===== src/design/gated_flop_params.svh =====
// Constants for the dual gated edge flop
`ifndef GATED_FLOP_PARAMS_SVH
`define GATED_FLOP_PARAMS_SVH
`define CHANNEL_COUNT 2
`define CLEAR_LEVEL   1'h0
`define CLEARED_VALUE 1'h0
`endif


===== src/design/gated_flop_pkg.sv =====
// Types for the dual gated edge flop
package gated_flop_pkg;
    typedef struct packed {
        logic gate_in_first;
        logic gate_in_second;
        logic gate_in_third;
        logic gate_in_fourth;
    } gate_group_type;
endpackage


===== src/design/dual_gated_edge_flop.sv =====
// Two independent flops clocked by a sampled gate function
//
// Behaviour
// RULE_01: Two independent channels, each own inputs
// RULE_02: Clear low forces stored output low
// RULE_03: Rising derived clock loads data input; the code does not load while i_rst is high
// RULE_04: Otherwise stored output holds its value
// RULE_05: First gate low: fourth, inverted if second&third
// RULE_06: First gate high: inverted fourth, except second-low third-high
// RULE_07: No defined start-up value before clear
// RULE_08: Board logic clears after power-up when needed
`timescale 1ns/1ps
`include "gated_flop_params.svh"

module dual_gated_edge_flop
    import gated_flop_pkg::*;
#(
    parameter int CHANNELS = `CHANNEL_COUNT
) (
    // Clock and reset
    input  wire logic                  i_clk,
    input  wire logic                  i_rst,
    // Per-channel inputs
    input  wire gate_group_type [CHANNELS-1:0] i_gates,
    input  wire logic [CHANNELS-1:0]   i_data,
    input  wire logic [CHANNELS-1:0]   i_async_clear_low,
    // Per-channel stored outputs
    output logic      [CHANNELS-1:0]   o_stored
);

    // Derived internal clock of one channel
    function automatic logic derive_clock(input gate_group_type g);
        logic inv;
        inv = 1'h0;
        if (!g.gate_in_first)
            inv = g.gate_in_second & g.gate_in_third;     // see RULE_05
        else
            inv = !(!g.gate_in_second & g.gate_in_third); // see RULE_06
        return g.gate_in_fourth ^ inv;
    endfunction

    // Clear pin decode, shared by next state and output
    function automatic logic is_cleared(input logic clear_pin);
        return clear_pin == `CLEAR_LEVEL;
    endfunction

    // Low-to-high step between two samples of a derived clock
    function automatic logic rose(input logic now_level, input logic last_level);
        return now_level && !last_level;
    endfunction

    // Per-channel derived clocks, edge history and stored bits
    logic [CHANNELS-1:0] clk_now;
    logic [CHANNELS-1:0] clk_prev;
    logic [CHANNELS-1:0] stored;
    logic [CHANNELS-1:0] next_stored;
    logic [CHANNELS-1:0] next_clk_prev;

    // One independent slice per channel, see RULE_01
    genvar ch;
    generate
        for (ch = 0; ch < CHANNELS; ch++) begin : g_chan
            assign clk_now[ch] = derive_clock(i_gates[ch]);
        end
    endgenerate

    // Next state: clear, rising load, else hold. Edge history follows
    // the derived clock even in reset, so release brings no false edge
    always_comb begin
        next_clk_prev = clk_now;
        next_stored   = stored;                              // see RULE_04
        for (int i = 0; i < CHANNELS; i++) begin
            if (is_cleared(i_async_clear_low[i]))
                next_stored[i] = `CLEARED_VALUE;             // see RULE_02
            else if (!i_rst && rose(clk_now[i], clk_prev[i]))
                next_stored[i] = i_data[i];                  // see RULE_03
        end
    end

    // Registers only; stored value has no reset value, see RULE_07
    always_ff @(posedge i_clk) begin
        stored   <= next_stored;
        clk_prev <= next_clk_prev;
    end

    // Clear acts on the output at once, see RULE_02
    // The register alone would lag one edge behind a clear;
    // the override keeps the clear immediate at the pin
    always_comb begin
        for (int i = 0; i < CHANNELS; i++)
            o_stored[i] = is_cleared(i_async_clear_low[i]) ? `CLEARED_VALUE : stored[i];
    end

    // Checks, one set per channel; the gate decode is held against
    // the function table, edge behaviour against the pins

    // Clear low forces channel 0 output low
    property p_clear_out;
        @(posedge i_clk) disable iff (i_rst)
            !i_async_clear_low[0] |-> !o_stored[0];
    endproperty
    a_clear_out: assert property (p_clear_out) else $error("clear did not force low"); // see RULE_02

    // Clear low forces channel 1 output low
    property p_clear_out1;
        @(posedge i_clk) disable iff (i_rst)
            !i_async_clear_low[1] |-> !o_stored[1];
    endproperty
    a_clear_out1: assert property (p_clear_out1) else $error("clear did not force low, channel 1"); // see RULE_02

    // A cleared channel 1 stays low until its next rising edge
    property p_clear_held;
        @(posedge i_clk) disable iff (i_rst)
            !i_async_clear_low[1] ##1 i_async_clear_low[1] && !rose(clk_now[1], clk_prev[1]) |-> !o_stored[1];
    endproperty
    a_clear_held: assert property (p_clear_held) else $error("cleared value lost"); // see RULE_02

    // A cleared channel 0 stays low until its next rising edge
    property p_clear_held0;
        @(posedge i_clk) disable iff (i_rst)
            !i_async_clear_low[0] ##1 i_async_clear_low[0] && !rose(clk_now[0], clk_prev[0]) |-> !o_stored[0];
    endproperty
    a_clear_held0: assert property (p_clear_held0) else $error("cleared value lost, channel 0"); // see RULE_02

    // Rising derived clock loads channel 0 data
    property p_load;
        @(posedge i_clk) disable iff (i_rst)
            i_async_clear_low[0] && rose(clk_now[0], clk_prev[0])
                |=> o_stored[0] == $past(i_data[0]) || !i_async_clear_low[0];
    endproperty
    a_load: assert property (p_load) else $error("rising edge did not load"); // see RULE_03

    // Rising derived clock loads channel 1 data
    property p_load1;
        @(posedge i_clk) disable iff (i_rst)
            i_async_clear_low[1] && rose(clk_now[1], clk_prev[1])
                |=> o_stored[1] == $past(i_data[1]) || !i_async_clear_low[1];
    endproperty
    a_load1: assert property (p_load1) else $error("rising edge did not load, channel 1"); // see RULE_03

    // Channel 1 holds without a rising edge
    property p_hold;
        @(posedge i_clk) disable iff (i_rst)
            i_async_clear_low[1] && !rose(clk_now[1], clk_prev[1]) ##1 i_async_clear_low[1]
                |-> $stable(stored[1]);
    endproperty
    a_hold: assert property (p_hold) else $error("value changed without edge"); // see RULE_04

    // Channel 0 holds without a rising edge
    property p_hold0;
        @(posedge i_clk) disable iff (i_rst)
            i_async_clear_low[0] && !rose(clk_now[0], clk_prev[0]) ##1 i_async_clear_low[0]
                |-> $stable(stored[0]);
    endproperty
    a_hold0: assert property (p_hold0) else $error("value changed without edge, channel 0"); // see RULE_04

    // First gate low, channel 0
    property p_gate_low;
        @(posedge i_clk)
            !i_gates[0].gate_in_first |-> clk_now[0] == (i_gates[0].gate_in_fourth ^ (i_gates[0].gate_in_second & i_gates[0].gate_in_third));
    endproperty
    a_gate_low: assert property (p_gate_low) else $error("derived clock wrong, first low"); // see RULE_05

    // First gate low, channel 1
    property p_gate_low1;
        @(posedge i_clk)
            !i_gates[1].gate_in_first |-> clk_now[1] == (i_gates[1].gate_in_fourth ^ (i_gates[1].gate_in_second & i_gates[1].gate_in_third));
    endproperty
    a_gate_low1: assert property (p_gate_low1) else $error("derived clock wrong, first low, channel 1"); // see RULE_05

    // First gate high exception, channel 1
    property p_gate_high;
        @(posedge i_clk)
            i_gates[1].gate_in_first && !i_gates[1].gate_in_second && i_gates[1].gate_in_third |-> clk_now[1] == i_gates[1].gate_in_fourth;
    endproperty
    a_gate_high: assert property (p_gate_high) else $error("derived clock wrong, exception"); // see RULE_06

    // First gate high exception, channel 0
    property p_gate_high0;
        @(posedge i_clk)
            i_gates[0].gate_in_first && !i_gates[0].gate_in_second && i_gates[0].gate_in_third |-> clk_now[0] == i_gates[0].gate_in_fourth;
    endproperty
    a_gate_high0: assert property (p_gate_high0) else $error("derived clock wrong, exception, channel 0"); // see RULE_06

    // First gate high inverts, channel 0
    property p_gate_inv;
        @(posedge i_clk)
            i_gates[0].gate_in_first && (i_gates[0].gate_in_second || !i_gates[0].gate_in_third) |-> clk_now[0] != i_gates[0].gate_in_fourth;
    endproperty
    a_gate_inv: assert property (p_gate_inv) else $error("derived clock not inverted"); // see RULE_06

    // First gate high inverts, channel 1
    property p_gate_inv1;
        @(posedge i_clk)
            i_gates[1].gate_in_first && (i_gates[1].gate_in_second || !i_gates[1].gate_in_third) |-> clk_now[1] != i_gates[1].gate_in_fourth;
    endproperty
    a_gate_inv1: assert property (p_gate_inv1) else $error("derived clock not inverted, channel 1"); // see RULE_06

    // Clearing channel 0 leaves channel 1 alone
    property p_indep;
        @(posedge i_clk) disable iff (i_rst)
            !i_async_clear_low[0] && i_async_clear_low[1] && !rose(clk_now[1], clk_prev[1])
                |=> $stable(stored[1]) || !i_async_clear_low[1];
    endproperty
    a_indep: assert property (p_indep) else $error("channels interfere"); // see RULE_01

    // Clearing channel 1 leaves channel 0 alone
    property p_indep0;
        @(posedge i_clk) disable iff (i_rst)
            !i_async_clear_low[1] && i_async_clear_low[0] && !rose(clk_now[0], clk_prev[0])
                |=> $stable(stored[0]) || !i_async_clear_low[0];
    endproperty
    a_indep0: assert property (p_indep0) else $error("channels interfere, channel 0"); // see RULE_01

    // Main scenarios seen by the bench
    c_load_high: cover property (@(posedge i_clk) i_async_clear_low[0] && rose(clk_now[0], clk_prev[0]) && i_data[0]);
    c_clear: cover property (@(posedge i_clk) !i_async_clear_low[1] ##1 i_async_clear_low[1]);
    c_fall: cover property (@(posedge i_clk) i_async_clear_low[0] && !clk_now[0] && clk_prev[0]);
    c_load_ch1: cover property (@(posedge i_clk) i_async_clear_low[1] && rose(clk_now[1], clk_prev[1]) && i_data[1]);
    c_exception: cover property (@(posedge i_clk) i_gates[0].gate_in_first && !i_gates[0].gate_in_second && i_gates[0].gate_in_third);

endmodule


===== config.mk =====
export PLATFORM = sky130hd
export DESIGN_NAME = dual_gated_edge_flop
export DESIGN_NICKNAME = d
export VERILOG_FILES = /design/src/design/gated_flop_pkg.sv /design/src/design/dual_gated_edge_flop.sv
export VERILOG_INCLUDE_DIRS = /design/src /design/src/design
export SDC_FILE = /design/constraint.sdc
export NUM_CORES = 1
export LEC_CHECK = 0
export BUFFER_PORTS_ARGS = -buffer_cell sky130_fd_sc_hd__buf_2
export CORE_AREA = 2 2 39 41
export DETAILED_ROUTE_END_ITERATION = 7
export DIE_AREA = 0 0 41 43
export PLACE_DENSITY = 0.38
export SYNTH_ARGS = -nofsm -noshare
export SYNTH_HDL_FRONTEND = slang
export SYNTH_SLANG_ARGS = --single-unit
export TNS_END_PERCENT = 5

===== constraint.sdc =====
create_clock -name i_clk -period 2 [get_ports i_clk]
set_clock_uncertainty 0.2 [all_clocks]
set_input_delay 0.3 -clock i_clk [delete_from_list [all_inputs] [get_ports i_clk]]
set_output_delay 0.3 -clock i_clk [all_outputs]
set_load 0.01 [all_outputs]

== Yosys cells after proc, flatten, opt, wreduce, memory -nomap -nowiden ==
Index checks and enable logic that the tools add are counted.

* Flip-flop bits (word level): 4
* Bits in latches: 0
* Memory bits (writable): 0
* Memory bits (read-only): 0
* Input port bits: 14
* Output and inout bits: 2
* Word-level logic and storage cells: 24
* Memories kept: 0

* Add/sub/neg operators: 0
* Multipliers: 0
* Divide/modulo/power cells: 0
* Magnitude comparators: 0
* Eq/ne operators: 0
* Shift-type cells: 0
* Mux-type cells: 4
* Bitwise gates (word level): 6
* Reduce and logical (&&, ||, !) cells: 11

{| class="wikitable"
|+ Operators by type and width
! operator !! count
|-
| 1-bit logical NOT || 7
|-
| 1-bit AND || 4
|-
| 1-bit logical AND || 4
|-
| 1-bit 2-to-1 mux || 4
|-
| 1-bit bitwise XOR || 2
|}

== Depth between registers and ports, before layout ==
* Depth after elaboration: 7
* Depth in mapped cells: 3
* Depth with buffers taken out: 3

== Worst setup path before layout ==
OpenSTA, ideal clock, no wires.

* Path kind: input to register
* Start: input port i_gates[1] in the netlist's numbering
* End: register stored[0]
* Library setup time: 72 ps
* Data arrival time: 941 ps
* Required time: 1728 ps
* Path slack: 787 ps
* Stages on the path: 3
* Buffers on the path: 0
* Cell sequence: mux2i_2 mux2i_1 mux2i_1

* Longest elaborated chain between the ends: 6

{| class="wikitable"
|+ Ends and longest elaborated chain
! item !! RTL line !! source
|-
| from (decl) || dual_gated_edge_flop.sv:24 || <nowiki>input wire gate_group_type [CHANNELS-1:0] i_gates,</nowiki>
|-
| 1-bit AND || dual_gated_edge_flop.sv:38 || <nowiki>inv = !(!g.gate_in_second & g.gate_in_third);</nowiki>
|-
| 1-bit logical NOT || dual_gated_edge_flop.sv:38 ||
|-
| 1-bit 2-to-1 mux (*) || dual_gated_edge_flop.sv:35 || <nowiki>if (!g.gate_in_first)</nowiki>
|-
| 1-bit bitwise XOR (*) || dual_gated_edge_flop.sv:39 || <nowiki>return g.gate_in_fourth ^ inv;</nowiki>
|-
| 1-bit logical AND (*) || dual_gated_edge_flop.sv:49 || <nowiki>return now_level && !last_level;</nowiki>
|-
| 1-bit logical AND (*) || dual_gated_edge_flop.sv:75 || <nowiki>else if (!i_rst && rose(clk_now[i], clk_prev[i]))</nowiki>
|-
| to (signal assigned) || dual_gated_edge_flop.sv:82 || <nowiki>stored <= next_stored;</nowiki>
|-
| to (decl) || dual_gated_edge_flop.sv:55 || <nowiki>logic [CHANNELS-1:0] stored;</nowiki>
|}

Mark *: on every way between the ends. The rest lies on a longest branch, timed or not.
A chain may end at the register's enable or synchronous reset.

== Final worst setup path ==
* Start: register stored[1]
* End: output port o_stored[1]

* Longest elaborated chain between the ends: 1

{| class="wikitable"
|+ Ends and longest elaborated chain
! item !! RTL line !! source
|-
| 1-bit 2-to-1 mux || dual_gated_edge_flop.sv:91 || <nowiki>o_stored[i] = is_cleared(i_async_clear_low[i]) ? `CLEARED_VALUE : stored[i];</nowiki>
|-
| to (decl) || dual_gated_edge_flop.sv:28 || <nowiki>output logic [CHANNELS-1:0] o_stored</nowiki>
|}

Every way passes these cells.

==> flow_summary.ini <==
[run_status]
status = finished, final reports clean

[global_route]
antenna_found_initial = 0
grt_usage = 0.0584
grt_pass1_vias = 165
grt_max_degree = 5
grt_overflow = 0
grt_first_pass_wirelength_um = 607

[clock_network]
cts_max_level = 1
worstSkewPairLatency_ns = 0.23
cts_root_buf = clkbuf_4
cts_buffers = 3
cts.sinks = 4
postCtsHoldBufs = 0
path_clk_slew_ns = 0.04
post_cts_buffers = 0
cts_tree = yes
clock_tree.buffer_depth = 2
cts_resized = 0

[floorplan]
num_io_pins = 16
fp.coreArea_mm2 = 0.00138
fp.dieH_um = 43
num_rows = 14
dieArea_mm2 = 0.00176
die_w_um = 41
initial_utilization = 0.154

[setup_path]
rrSetupSlack_ns = 0.98
r2r_end = stored[0]
path_class = reg2out
critPathMaxFanout = 2
endpoint_kind = primary output
critPathArrivalTime_ns = 0.75
worstPathRequired_ns = 1.50
cp-start-kind = flop
reg2reg_from = clk_prev[0]
r2r_cells = 3

[worst_hold_path]
min_path_type = in2reg
hold_depth = 2
whs_endpoint = clk_prev[1]
holdCritStartpoint = i_gates[4]

[finish]
layout.cells.non_filler = 56
drive_gt1_frac = 0.500
nNetsFinal = 56
area_growth_pct = 55.3
antenna_cells = 0

[route]
via_per_inst = 3.66
drt_iter0_drc = 5
antenna_left = 0
route.detailed.drc = 0
drtPass1Iterations = 4
vias = 205
totalWireLength_um = 422
wl_per_cell_um = 7.54

[synthesis]
synth_nets = 36
syn_inst = 22
yosys_warnings = 0
syn-cell-area_um2 = 213
ys_seq_elements = 4
ys_seq_area_frac = 0.376
synth_cell_type_count = 8
syn_area_per_cell_um2 = 9.67

[sta]
finalCritPeriodShare = 0.626
period_needed_ns = 1.25
worst_slack_ns = 0.749
setup_viol = 0
tns_ns = 0
relSlewSlack = 0.843
slew_viol_final = 0
worst_pin_slew_ns = 0.230
fmax_mhz = 799
grt_setup_unrepaired = no
finalHoldViolCount = 0

[place]
dp.cells = 53
gp_routability_congestion = 0.557
port_buffers = 15
pre_cts_ws_ns = 0.596

[pwr]
power.total_w = 0.000228
power.density_mw_per_mm2 = 689
p_leak_nw = 0.181
peakVddDrop_uv = 197

[flow_run]
drv_cap = 0
-- state kept, by name (all words and copies together) (netlist names) --
signal,flops
clk_prev,2
stored,2
-- critical path, cell delays in order (launching register included) --
cell and delay (ns):
dfxtp_1 0.30, nand2_1 0.06, inv_1 0.05, buf_2 0.11
-- where the power goes --
part           switching [W]   total, W  leakage, nW  internal [W]
registers         0.00000297  0.0000908       0.0331     0.0000878
clock network      0.0000305  0.0000975       0.0138     0.0000670
logic              0.0000160  0.0000393        0.134     0.0000233
total              0.0000495   0.000228        0.181      0.000178
-- stage by stage --
step                 util  hold WS (ns)  area (µm²)
finish              0.239        0.0886         330
CTS                 0.239        0.0817         330
floorplan               -         0.199         213
global placement    0.222         0.264         308
global route        0.239        0.0812         330
detailed placement  0.222         0.272         308
-- metal layers --
| metal | global-route usage | wire length [µm] | up-vias |
|---|---|---|---|
| met3 | 0.0471 | 80 | 0 |
| met5 | 0 | 0 | - |
| met4 | 0.0600 | 0 | 0 |
| met2 | 0.0500 | 133 | 16 |
| li1 | - | - | 112 |
| met1 | 0.0777 | 208 | 77 |
-- kinds of logic after synthesis --
logic type,after synthesis,synth area share
buffers and inverters,2,0.0353
flip-flops,4,0.376
XOR/XNOR,2,0.0824
AND/OR/NAND/NOR,8,0.188
multiplexers,6,0.318
-- synthesized netlist by cell type (all sizes together) --
cell	n	area, µm²
mux2i	6	67.6
dfxtp	4	80.1
nor3	2	10.0
nand2	4	15.0
nor3b	2	15.0
inv	2	7.51
xnor2	2	17.5
-- worst max path at each step --
stage | start | endpoint
floorplan | i_gates[1] | stored[0]
global placement | i_gates[1] | stored[0]
detailed placement | i_gates[1] | stored[0]
CTS | stored[1] | o_stored[1]
global route | stored[0] | o_stored[0]
finish | stored[1] | o_stored[1]
-- area by class of cell --
class	count	area, µm²
clock buffers	3	22.5
fillers	156	1050
multi-input cells	16	125
flip-flops and latches	4	80.1
repair buffers	15	75.1
inverters	2	7.51
well taps	16	20.0
-- cell usage in the layout, fill, tap and decap left out --
| cell type | count |
|---|---|
| xnor2_1 | 2 |
| inv_1 | 2 |
| clkbuf_4 | 3 |
| mux2i_1 | 4 |
| dfxtp_1 | 4 |
| nor3_1 | 2 |
| mux2i_2 | 2 |
| buf_2 | 15 |
| nand2_1 | 4 |
| nor3b_1 | 2 |
Note: power is estimated with default switching activity, not from simulation.
